==> src/hw/adc_timing_pkg.sv <==
// constants, timing counts and state types of the converter control block
package adc_timing_pkg;

  // ***************************
  // clock and cycle conversion
  // ***************************
  localparam int CLK_NS = 50;

  function automatic int cyc_min(input int ns);
    int c;
    c = (ns + CLK_NS - 1) / CLK_NS;
    return (c < 1) ? 1 : c;
  endfunction

  function automatic int cyc_max(input int ns);
    int c;
    c = ns / CLK_NS;
    return (c < 1) ? 1 : c;
  endfunction

  // ***************************
  // documented times in ns
  // ***************************
  localparam int T_START_BUSY_NS = 23;
  localparam int T_CONV_FAST_NS = 360;
  localparam int T_CONV_NORM_NS = 485;
  localparam int T_EOC_BUSY_NS = 10;
  localparam int T_RST_BUSY_NS = 500;
  localparam int T_BUS_DATA_NS = 20;
  localparam int T_SYNC_RDC_FAST_NS = 15;
  localparam int T_SYNC_RDC_NORM_NS = 135;
  localparam int T_SYNC_RAC_FAST_NS = 375;
  localparam int T_SYNC_RAC_NORM_NS = 500;
  localparam int T_SYNC_BUSY_NS = 13;
  localparam int T_HIZ_NS = 10;

  // ***************************
  // cycle counts
  // ***************************
  localparam int START_BUSY_CYC = cyc_max(T_START_BUSY_NS);
  localparam int CONV_OVERHEAD_CYC = 3;
  localparam int CONV_FAST_CYC = cyc_max(T_CONV_FAST_NS) - CONV_OVERHEAD_CYC;
  localparam int CONV_NORM_CYC = cyc_max(T_CONV_NORM_NS) - CONV_OVERHEAD_CYC;
  localparam int EOC_BUSY_CYC = cyc_min(T_EOC_BUSY_NS);
  localparam int RST_BUSY_CYC = cyc_min(T_RST_BUSY_NS);
  localparam int SYNC_RDC_FAST_CYC = cyc_max(T_SYNC_RDC_FAST_NS);
  localparam int SYNC_RDC_NORM_CYC = cyc_max(T_SYNC_RDC_NORM_NS);
  localparam int SYNC_RAC_FAST_CYC = cyc_max(T_SYNC_RAC_FAST_NS);
  localparam int SYNC_RAC_NORM_CYC = cyc_max(T_SYNC_RAC_NORM_NS);
  localparam int SYNC_BUSY_CYC = cyc_max(T_SYNC_BUSY_NS);

  // ***************************
  // data path
  // ***************************
  localparam int RESULT_W = 16;
  localparam int FIFO_DEPTH = 16;
  localparam logic [15:0] RESULT_RST = 16'h0000;

  // ***************************
  // pin vector layout
  // ***************************
  localparam int PIN_W = 10;
  localparam int PIN_START = 0;
  localparam int PIN_CRST = 1;
  localparam int PIN_CS = 2;
  localparam int PIN_RD = 3;
  localparam int PIN_FAST = 4;
  localparam int PIN_NORMAL_N = 5;
  localparam int PIN_SERIAL = 6;
  localparam int PIN_RAC = 7;
  localparam int PIN_DIV = 8;
  localparam logic [9:0] PIN_RST_VAL = 10'h02D;

  typedef enum logic [5:0] {
    S_IDLE = 6'h01,
    S_RSTHOLD = 6'h02,
    S_CONV = 6'h04,
    S_STORE = 6'h08,
    S_OUT = 6'h10,
    S_TAIL = 6'h20
  } conv_state_t;

  typedef enum logic [2:0] {
    FR_IDLE = 3'h1,
    FR_LEAD = 3'h2,
    FR_SHIFT = 3'h4
  } frame_state_t;

endpackage

==> src/hw/result_fifo_if.sv <==
// handshake carrier between the control block and its result fifo
`timescale 1ns/1ps
interface result_fifo_if #(parameter int W = 16);
  logic [W-1:0] wdata;
  logic wvalid;
  logic wready;
  logic [W-1:0] rdata;
  logic rvalid;
  logic rready;
  modport user (output wdata, output wvalid, output rready,
                input wready, input rdata, input rvalid);
  modport store (input wdata, input wvalid, input rready,
                 output wready, output rdata, output rvalid);
endinterface

==> src/hw/adc_conv_ctrl.sv <==
// conversion sequencing and result readout of the 16-bit converter
// ***************************
// ***************************
`timescale 1ns/1ps
module adc_conv_ctrl
  import adc_timing_pkg::*;
#(
  parameter int DEPTH = FIFO_DEPTH
) (
  // clock and reset
  input wire logic i_clock,
  input wire logic i_rst_b,
  // conversion control pins
  input wire logic i_convert_start_n,
  input wire logic i_conv_reset,
  input wire logic i_fast_mode,
  input wire logic i_normal_sel_n,
  output logic o_busy,
  output logic o_wideband,
  // converter core result
  input wire logic [15:0] i_sample_data,
  // parallel port
  input wire logic i_cs_n,
  input wire logic i_rd_n,
  output logic [15:0] o_data,
  output logic o_data_oe,
  // serial master port
  input wire logic i_serial_mode,
  input wire logic i_read_after,
  input wire logic [1:0] i_serial_clock_divider,
  output logic o_sync,
  output logic o_sync_oe,
  output logic o_sclk,
  output logic o_sclk_oe,
  output logic o_serial_data_out,
  output logic o_sdo_oe
);

  // ***************************
  // pin synchronisers
  // ***************************
  logic [PIN_W-1:0] pin_raw, s1_q, s2_q, s3_q, pin_q, pin_d, prev_q;
  logic start_fall, rst_fall, parallel, rdc, rac;

  assign pin_raw = {i_serial_clock_divider, i_read_after, i_serial_mode, i_normal_sel_n,
                    i_fast_mode, i_rd_n, i_cs_n, i_conv_reset, i_convert_start_n};

  always_comb begin
    pin_d = pin_q;
    for (int b = 0; b < PIN_W; b++) begin
      if (s2_q[b] == s3_q[b]) begin
        pin_d[b] = s3_q[b];
      end
    end
  end

  always_ff @(posedge i_clock or negedge i_rst_b) begin
    if (!i_rst_b) begin
      s1_q <= PIN_RST_VAL;
      s2_q <= PIN_RST_VAL;
      s3_q <= PIN_RST_VAL;
      pin_q <= PIN_RST_VAL;
      prev_q <= PIN_RST_VAL;
    end else begin
      s1_q <= pin_raw;
      s2_q <= s1_q;
      s3_q <= s2_q;
      pin_q <= pin_d;
      prev_q <= pin_q;
    end
  end

  assign start_fall = prev_q[PIN_START] && !pin_q[PIN_START];
  assign rst_fall = prev_q[PIN_CRST] && !pin_q[PIN_CRST];
  assign parallel = !pin_q[PIN_SERIAL];
  assign rdc = pin_q[PIN_SERIAL] && !pin_q[PIN_RAC];
  assign rac = pin_q[PIN_SERIAL] && pin_q[PIN_RAC];
  assign o_wideband = pin_q[PIN_FAST] && pin_q[PIN_NORMAL_N];

  // ***************************
  // fifo
  // ***************************
  result_fifo_if #(.W(RESULT_W)) f ();

  result_fifo #(.W(RESULT_W), .DEPTH(DEPTH)) u_fifo (
    .i_clock(i_clock),
    .i_rst_b(i_rst_b),
    .f(f.store)
  );

  // ***************************
  // conversion sequencer
  // ***************************
  conv_state_t st_q, st_d;
  logic [7:0] w_q, w_d, e_q, e_d;
  logic fast_q, fast_d, busy_q;
  logic [15:0] res_q, res_d;
  logic [7:0] work, sync_rdc, sync_rac;
  logic out_done, fin_q, fin_d, frame_go;

  // wideband fast uses the same counts as plain fast
  assign work = fast_q ? 8'(CONV_FAST_CYC) : 8'(CONV_NORM_CYC);
  assign sync_rdc = fast_q ? 8'(SYNC_RDC_FAST_CYC) : 8'(SYNC_RDC_NORM_CYC);
  assign sync_rac = fast_q ? 8'(SYNC_RAC_FAST_CYC) : 8'(SYNC_RAC_NORM_CYC);

  assign f.wdata = res_q;
  assign f.wvalid = (st_q == S_STORE);

  always_comb begin
    st_d = st_q;
    w_d = w_q;
    e_d = (e_q != 8'hFF) ? e_q + 8'h01 : e_q;
    fast_d = fast_q;
    res_d = res_q;
    case (st_q)
      S_IDLE: begin
        if (start_fall) begin
          st_d = S_CONV;
          w_d = 8'h00;
          e_d = 8'h00;
          fast_d = pin_q[PIN_FAST];
        end
      end
      S_RSTHOLD: begin
        if (w_q >= 8'(RST_BUSY_CYC - 1)) begin
          st_d = S_IDLE;
        end else begin
          w_d = w_q + 8'h01;
        end
      end
      S_CONV: begin
        if (w_q >= work - 8'h01) begin
          st_d = S_STORE;
          res_d = i_sample_data;
        end else begin
          w_d = w_q + 8'h01;
        end
      end
      S_STORE: begin
        // a full fifo stalls the sequencer with busy held high
        if (f.wready) begin
          st_d = S_OUT;
        end
      end
      S_OUT: begin
        if (out_done) begin
          st_d = S_TAIL;
          w_d = 8'h00;
        end
      end
      S_TAIL: begin
        if (w_q >= 8'(EOC_BUSY_CYC - 1)) begin
          st_d = S_IDLE;
        end else begin
          w_d = w_q + 8'h01;
        end
      end
      default: begin
        st_d = S_IDLE;
      end
    endcase
    if (rst_fall) begin
      st_d = S_RSTHOLD;
      w_d = 8'h00;
    end
  end

  always_ff @(posedge i_clock or negedge i_rst_b) begin
    if (!i_rst_b) begin
      st_q <= S_IDLE;
      w_q <= 8'h00;
      e_q <= 8'h00;
      fast_q <= 1'b0;
      res_q <= RESULT_RST;
      busy_q <= 1'b0;
    end else begin
      st_q <= st_d;
      w_q <= w_d;
      e_q <= e_d;
      fast_q <= fast_d;
      res_q <= res_d;
      busy_q <= (st_d != S_IDLE);
    end
  end

  assign o_busy = busy_q;

  // ***************************
  // readout: parallel latch and serial master frame
  // ***************************
  frame_state_t fr_q, fr_d;
  logic [3:0] h_q, h_d, half_q, half_d;
  logic [4:0] n_q, n_d;
  logic sclk_q, sclk_d, pop;
  logic [1:0] div_sel;
  logic [15:0] sh_q, sh_d, pdata_q, pdata_d;

  // parallel: loaded before leaving S_OUT, so data precedes busy fall
  // rac: busy stays high until the frame has ended
  assign out_done = parallel ? !f.rvalid : (rac ? fin_q : 1'b1);
  assign frame_go = (fr_q == FR_IDLE) && f.rvalid &&
                    ((rdc && st_q == S_CONV && e_q == sync_rdc) ||
                     (rac && st_q == S_OUT && e_q >= sync_rac));

  always_comb begin
    fr_d = fr_q;
    h_d = h_q;
    n_d = n_q;
    half_d = half_q;
    sclk_d = sclk_q;
    sh_d = sh_q;
    fin_d = 1'b0;
    pop = 1'b0;
    pdata_d = pdata_q;
    if (parallel && f.rvalid) begin
      pop = 1'b1;
      pdata_d = f.rdata;
    end
    case (fr_q)
      FR_IDLE: begin
        if (frame_go) begin
          pop = 1'b1;
          sh_d = f.rdata;
          fr_d = FR_LEAD;
          h_d = 4'h0;
          n_d = 5'h00;
          half_d = rac ? (4'h1 << div_sel) : 4'h1;
        end
      end
      FR_LEAD: begin
        if (h_q >= half_q - 4'h1) begin
          h_d = 4'h0;
          fr_d = FR_SHIFT;
        end else begin
          h_d = h_q + 4'h1;
        end
      end
      FR_SHIFT: begin
        if (h_q >= half_q - 4'h1) begin
          h_d = 4'h0;
          sclk_d = !sclk_q;
          if (sclk_q) begin
            sh_d = {sh_q[14:0], 1'b0};
            n_d = n_q + 5'h01;
            if (n_q == 5'(RESULT_W - 1)) begin
              fr_d = FR_IDLE;
              fin_d = 1'b1;
            end
          end
        end else begin
          h_d = h_q + 4'h1;
        end
      end
      default: begin
        fr_d = FR_IDLE;
      end
    endcase
  end

  assign div_sel = pin_q[PIN_DIV +: 2];

  always_ff @(posedge i_clock or negedge i_rst_b) begin
    if (!i_rst_b) begin
      fr_q <= FR_IDLE;
      h_q <= 4'h0;
      n_q <= 5'h00;
      half_q <= 4'h1;
      sclk_q <= 1'b0;
      sh_q <= RESULT_RST;
      fin_q <= 1'b0;
      pdata_q <= RESULT_RST;
    end else begin
      fr_q <= fr_d;
      h_q <= h_d;
      n_q <= n_d;
      half_q <= half_d;
      sclk_q <= sclk_d;
      sh_q <= sh_d;
      fin_q <= fin_d;
      pdata_q <= pdata_d;
    end
  end

  assign f.rready = pop;
  assign o_data = pdata_q;
  assign o_data_oe = parallel && !pin_q[PIN_CS] && !pin_q[PIN_RD];
  assign o_sync = (fr_q != FR_IDLE);
  assign o_sclk = sclk_q;
  assign o_serial_data_out = sh_q[15];
  assign o_sync_oe = pin_q[PIN_SERIAL] && !pin_q[PIN_CS];
  assign o_sclk_oe = pin_q[PIN_SERIAL] && !pin_q[PIN_CS];
  assign o_sdo_oe = pin_q[PIN_SERIAL] && !pin_q[PIN_CS];
endmodule

==> src/hw/result_fifo.sv <==
// result fifo with valid/ready on both sides
`timescale 1ns/1ps
module result_fifo #(
  parameter int W = 16,
  parameter int DEPTH = 16
) (
  // clock and reset
  input wire logic i_clock,
  input wire logic i_rst_b,
  // fifo ports
  result_fifo_if.store f
);
  localparam int AW = $clog2(DEPTH);
  logic [W-1:0] mem_q [DEPTH];
  logic [AW-1:0] wp_q, wp_d, rp_q, rp_d;
  logic [AW:0] cnt_q, cnt_d;
  logic push, pop;

  assign f.wready = (cnt_q != (AW+1)'(DEPTH));
  assign f.rvalid = (cnt_q != '0);
  assign f.rdata = mem_q[rp_q];

  always_comb begin
    push = f.wvalid && f.wready;
    pop = f.rready && f.rvalid;
    wp_d = push ? wp_q + 1'b1 : wp_q;
    rp_d = pop ? rp_q + 1'b1 : rp_q;
    cnt_d = cnt_q + (AW+1)'(push) - (AW+1)'(pop);
  end

  always_ff @(posedge i_clock or negedge i_rst_b) begin
    if (!i_rst_b) begin
      wp_q <= '0;
      rp_q <= '0;
      cnt_q <= '0;
    end else begin
      wp_q <= wp_d;
      rp_q <= rp_d;
      cnt_q <= cnt_d;
    end
  end

  always_ff @(posedge i_clock) begin
    if (push) begin
      mem_q[wp_q] <= f.wdata;
    end
  end
endmodule

==> config.mk <==
export PLATFORM = sky130hd
export DESIGN_NAME = adc_conv_ctrl
export DESIGN_NICKNAME = d
export VERILOG_FILES = /design/src/hw/adc_timing_pkg.sv /design/src/hw/result_fifo_if.sv /design/src/hw/adc_conv_ctrl.sv /design/src/hw/result_fifo.sv
export SDC_FILE = /design/constraint.sdc
export NUM_CORES = 1
export LEC_CHECK = 0
export BUFFER_PORTS_ARGS = -buffer_cell sky130_fd_sc_hd__buf_2
export CELL_PAD_IN_SITES_DETAIL_PLACEMENT = 1
export CELL_PAD_IN_SITES_GLOBAL_PLACEMENT = 1
export CORE_ASPECT_RATIO = 0.9
export CORE_MARGIN = 10
export CORE_UTILIZATION = 53
export CTS_CLUSTER_SIZE = 25
export DETAILED_ROUTE_END_ITERATION = 16
export PLACE_DENSITY_LB_ADDON = 0.1
export SETUP_SLACK_MARGIN = 0.02
export SKIP_LAST_GASP = 1
export SLEW_MARGIN = 15
export SYNTH_ARGS = -nofsm -noshare
export SYNTH_HDL_FRONTEND = slang
export SYNTH_SLANG_ARGS = --single-unit
==> constraint.sdc <==
create_clock -name i_clock -period 3.94 [get_ports i_clock]
set_clock_uncertainty 0.05 [all_clocks]
set_input_delay 0.394 -clock i_clock [delete_from_list [all_inputs] [get_ports i_clock]]
set_output_delay 0.394 -clock i_clock [all_outputs]
set_load 0.03 [all_outputs]
==> metrics.yaml, run 1 <==
numCtsBuffers: 42
start_util_pct: 53.4
grt_setup_unrepaired: "no"
layout_common_cells: "edfxtp_1 (256), dfrtp_1 (124), mux4_2 (65), nor2_1 (51), buf_2 (51)"
grt_start_max_net_pins: 76
grt_pass1_vias: 9298
setup_violations: 0
crit_required_ps: 4300
firstDrtPassIters: 6
yosysTopAreaCell: "edfxtp_1"
share_seq_of_total_power_pct: 46.5
slowest_stage: "dfrtp_1"
postCtsSetupBuffers: 0
die_h_um: 184
status: "completed"
cts_max_path_buffers: 3
synth_area_leaders: "edfxtp_1 (48%), dfrtp_1 (20%), mux4_2 (9.2%)"
fin_crit_ps: 3660
powerDensity_nw_per_um2: 593
crit_chain: "inv_1 > ha_1 > nand2_1 > or4_1 > nor3_1 > o21a_1 > nor2_1 > inv_1 > ha_1 > inv_1 > ha_1 > inv_1 > fa_1 > inv_1 > a21oi_1 > nor2_1 > nor2_1 > xnor2_1"
post-route-drc-count: 0
rows: 60
diodes: 0
cts_root_buffer: "clkbuf_16"
power.share.clock_pct: 35.3
setup_slack_ps: 284
drt_iter0_markers: 607
die-area_um2: 37300
layout_commonest_cell: "edfxtp_1"
synth_fp_nets: 978
syn_to_final_growth_pct: 14.9
cts_tree: "built"
grt_pass1_wl_mm: 55.8
synth_top_cell_area_share_pct: 48.5
max_slew_margin_pct: 38.0
clock_sinks: 401
hold_viol: 0
htreeDepth: 2
core_area_um2: 29700
clkSlewWorstSetupHoldPaths_ps: 60
vias: 8630
tightest_slew_ps: 930
postRouteAntennaNets: 0
finalMaxSlewViolations: 0
async_flop_share_pct: 36.2
synth.cell_area_um2: 15900
pre_cts_ws_ps: 306
vias_per_cell: 5.93
p_int_w: 0.00776
p_sw_w: 0.00306
synth_cell_types: 61
holdWs_ps: 30.1
combPwrFrac_pct: 18.1
p_leak_nw: 6.17
worstSetupEndpointType: "flop"
ys_ff_latch: 401
grt_antenna_before_repair: 0
setup_tns_ps: 0
globalRouteOverflowTotal: 0
top_level_ports: 53
r2r_setup_slack_ps: 280
drv_cap: 0
nets: 1076
synth-edff-count: 256
wl_mm: 35.9
dieWidth_um: 202
io_buffers: 52
hp-class: "in -> reg"
cp_top_family: "adder cells"
yosys_warnings: 0
swShare_pct: 28.3
critPathLaunchType: "flop"
worstPathMaxFanout: 7
yosysSeqAreaShare_pct: 71.5
path_buf_inv: 5
max_freq_mhz: 274
fillers: 2669
syn_inst: 921
drive_above_1_share_pct: 27.1
wl_per_cell_um: 24.6
p_total_w: 0.0108
ir_drop_mv: 0.339
avgSynthCellArea_um2: 17.2
finalCritPeriodShare_pct: 92.8
worstPathArrival_ps: 4020
slowest_delay_ps: 420
dp_hpwl_mm: 22.8
clock_latency_ps: 540
critical_path_class: "reg -> reg"
gp_routability_congestion: 0.800
cp_common_cell: "inv_1"
track_usage_pct: 19.5
yosys_most_used_dff: "edfxtp_1"
what timing repair did:
action                                  in CTS  in global routing
endpoints found under the setup margin       0                  1
hold buffers                                11                  0
hold endpoints to repair                    79                  0
resized for setup                            0                  1
area by class of cell:
class                           instances  area [um2]  area share [%]
Sequential cell                       401       11300            62.3
Multi-Input combinational cell        449        4290            23.6
Clock buffer                           48        1080            5.95
Timing Repair Buffer                   91         612            3.36
Tap cell                              403         504            2.77
Clock inverter                         30         259            1.42
Inverter                               34         128           0.700
logic make-up after synthesis:
group                    after synthesis  synth area share, %
buffers and inverters                 71                 1.81
XOR/XNOR                              22                 1.21
adder cells (fa/ha/maj)               39                 2.97
flip-flops                           401                 71.5
AND/OR/NAND/NOR                      173                 5.49
multiplexers                         102                 11.9
AO/OA/AOI/OAI                        113                 5.18
cells in the mapped netlist, types with 4 or more instances:
master / number
a21o_1: 4
a21oi_1: 11
and2_1: 8
and3_1: 13
buf_2: 11
clkbuf_1: 21
dfrtp_1: 125
dfstp_2: 20
edfxtp_1: 256
ha_1: 28
inv_1: 33
maj3_1: 10
mux2_2: 34
mux4_2: 65
nand2_1: 26
nand2b_1: 6
nand3_1: 23
nor2_1: 51
nor2b_1: 6
nor3_1: 14
nor4_1: 7
o21a_1: 16
o21ai_0: 12
o22a_1: 16
o22ai_1: 30
xnor2_1: 15
xor2_1: 7
path summary, 6_finish.rpt:
kind	from	to	cells past startpoint
worst min-delay path	i_sample_data[13]	f.wdata[13]	2
worst max-delay path	e_q[0]	u_fifo.cnt_q[4]	18
worst max register to register	e_q[0]	u_fifo.cnt_q[4]	18
max in group asynchronous	i_rst_b	pin_q[5]	3
min in group asynchronous	i_rst_b	o_data[10]	2
worst min register to register	s1_q[4]	s2_q[4]	0
stage by stage:
step                      area (um2)  util [%]  std cells
after floorplan                15900         -        921
after CTS                      18200      61.3       1456
after global routing           18200      61.3       1456
after detailed placement       16800      56.4       1367
final                          18200      61.3       1456
after global placement         16800      56.4       1367
state kept, by name, summed over array words and instances, names as in the netlist, 8 cells and up:
signal,count
pin_q,10
sh_q,16
o_data,16
w_q,8
e_q,8
f.wdata,16
s3_q,10
s2_q,10
u_fifo.mem_q,256
s1_q,10
power groups by stage:
stage / Combinational, W / Clock, W / Sequential (W)
final: 0.00196 / 0.00382 / 0.00503
after global routing: 0.00213 / 0.00409 / 0.00508
after CTS: 0.00198 / 0.00390 / 0.00504
after detailed placement: 0.00196 / 0 / 0.00511
after global placement: 0.00187 / 0 / 0.00508
after floorplan: 0.00132 / 0 / 0.00511
layer usage:
metal,global-route usage (%),wire length (um)
met1,26.5,15500
met2,32.5,17800
met3,2.81,1860
met4,5.28,710
met5,0,0
worst register-to-register path, delay by kind of cell (launching register included):
family,cells,cell delay (ps)
compound gates,2,400
fa+ha+maj,4,1120
simple gates,6,1050
xor+xnor,1,120
flops,1,420
buf+inv,5,390
Power figures use the tool's default switching activity.
==> inputs of run 2 (changes only) <==
Settings changed: CORE_ASPECT_RATIO 0.9 to 1.1.
==> run 2 against run 1 <==
Effect of this change: sequential power down 1%; count of clock-buffer cells in the layout grew 9; critical path depth stayed put; combinational power is essentially flat; die area about the same; critical endpoint unchanged; global-route usage is 0.96 points lower; worst setup slack improved by 340 ps; worst hold slack got worse by 7.2 ps; clock power rose by 4%; non-clock buffer count is the same.
==> metrics.yaml, run 2 (synthesis gave the netlist of run 1 again) <==
status: "completed"
track_usage_pct: 18.5
gp_routability_congestion: 0.807
grt_start_max_net_pins: 94
diodes: 0
p_leak_nw: 6.19
whs_path_depth: 2
drt_iter0_markers: 481
clkSlewWorstSetupHoldPaths_ps: 60
path_buf_inv: 5
combPwrFrac_pct: 18.0
largest_reg_flops: 256
final_util_pct: 61.7
largest_register: "u_fifo.mem_q"
pre_cts_ws_ps: 612
fillers: 2635
rows: 66
multi_input_area_um2: 4290
hp-class: "in -> reg"
max_slew_margin_pct: 35.3
cts_root_buffer: "clkbuf_16"
cp.depth: 18
numCtsBuffers: 42
ir_drop_mv: 0.407
worstRegToRegCells: 18
post-route-drc-count: 0
die-area_um2: 37300
wl_mm: 33.5
slowest_stage: "dfrtp_1"
syn_to_final_growth_pct: 15.0
dp_hpwl_mm: 21.3
die_h_um: 201
wl_per_cell_um: 23.5
worstSetupEndpointType: "flop"
seq_area_um2: 11300
drv_cap: 0
critPathLaunchType: "flop"
worstPathMaxFanout: 5
setup_tns_ps: 0
p_sw_w: 0.00307
worstPathArrival_ps: 3690
io_buffers: 52
clock_latency_ps: 550
tightest_slew_ps: 967
cp_top_family: "adder cells"
grt_pass1_vias: 9329
p_int_w: 0.00784
power.share.clock_pct: 36.4
crit_required_ps: 4310
fin_crit_ps: 3320
holdWs_ps: 22.9
grt_antenna_before_repair: 0
grt_setup_unrepaired: "no"
cp_common_cell: "inv_1"
htreeDepth: 2
vias: 8382
finalMaxSlewViolations: 0
max_freq_mhz: 301
slowest_delay_ps: 420
swShare_pct: 28.1
layout_commonest_cell: "edfxtp_1"
p_total_w: 0.0109
hold_viol: 0
clock_sinks: 401
top_level_ports: 53
core_area_um2: 29600
layout_common_cells: "edfxtp_1 (256), dfrtp_1 (124), mux4_2 (65), buf_2 (51), nor2_1 (50)"
crit_chain: "inv_1 > ha_1 > nand2_1 > or4_1 > nor3_1 > o21a_1 > nor2_1 > inv_1 > ha_1 > inv_1 > ha_1 > inv_1 > fa_1 > inv_1 > a21oi_1 > nor2_1 > nor2_1 > xnor2_1"
dieWidth_um: 185
grt_pass1_wl_mm: 54.1
globalRouteOverflowTotal: 0
cts_max_path_buffers: 3
powerDensity_nw_per_um2: 598
start_util_pct: 53.7
setup_violations: 0
cts_tree: "built"
nets: 1076
postRouteAntennaNets: 0
finalCritPeriodShare_pct: 84.3
share_seq_of_total_power_pct: 45.6
vias_per_cell: 5.87
drive_above_1_share_pct: 27.0
firstDrtPassIters: 5
critical_path_class: "reg -> reg"
setup_slack_ps: 620
run 2: cell count changes in the layout (fill, tap and decap cells not counted), sizes merged:
| cell | before | now |
|---|---|---|
| clkbuf | 48 | 57 |
| clkinv | 25 | 16 |
| bufinv | 4 | 3 |
| clkinvlp | 0 | 1 |
run 2: timing repair:
item	CTS	global route
endpoints found under the hold margin	87	0
setup endpoints to repair	0	0
buffers inserted	0	0
hold buffers	11	0
resized for setup	0	0
run 2: power by group through the flow:
| stage | sequential [W] | combinational (W) | clock, W |
|---|---|---|---|
| global route | 0.00502 | 0.00215 | 0.00426 |
| floorplan | 0.00511 | 0.00132 | 0 |
| finish | 0.00497 | 0.00196 | 0.00397 |
| global placement | 0.00505 | 0.00194 | 0 |
| CTS | 0.00498 | 0.00200 | 0.00406 |
| detailed placement | 0.00506 | 0.00197 | 0 |
run 2: layout make-up:
class | instances | share of cell area [%]
Inverter | 34 | 0.699
Multi-Input combinational cell | 449 | 23.5
Timing Repair Buffer | 91 | 3.28
Clock buffer | 57 | 6.51
Tap cell | 374 | 2.56
Sequential cell | 401 | 62.2
Clock inverter | 21 | 1.25
run 2: metrics by stage:
stage                     cell area [um2]  std cells
after global routing                18200       1427
final                               18200       1427
after detailed placement            16700       1338
after floorplan                     15900        921
after CTS                           18200       1427
after global placement              16700       1338
run 2: worst paths after layout:
path,from,end,slack [ps]
min in group asynchronous,i_rst_b,h_q[3],440
worst max register to register,e_q[0],u_fifo.cnt_q[4],620
worst min register to register,s1_q[8],s2_q[8],300
worst max-delay path,e_q[0],u_fifo.cnt_q[4],620
worst min-delay path,i_sample_data[6],f.wdata[6],20
max in group asynchronous,i_rst_b,pin_q[5],2400
run 2: layer usage:
metal / GRT usage, % / vias to the layer above / routed length [um]
li1: - / 3756 / -
met1: 25.0 / 4415 / 14800
met2: 31.0 / 166 / 16800
met3: 2.63 / 45 / 1280
met4: 4.50 / 0 / 616
met5: 0 / - / 0
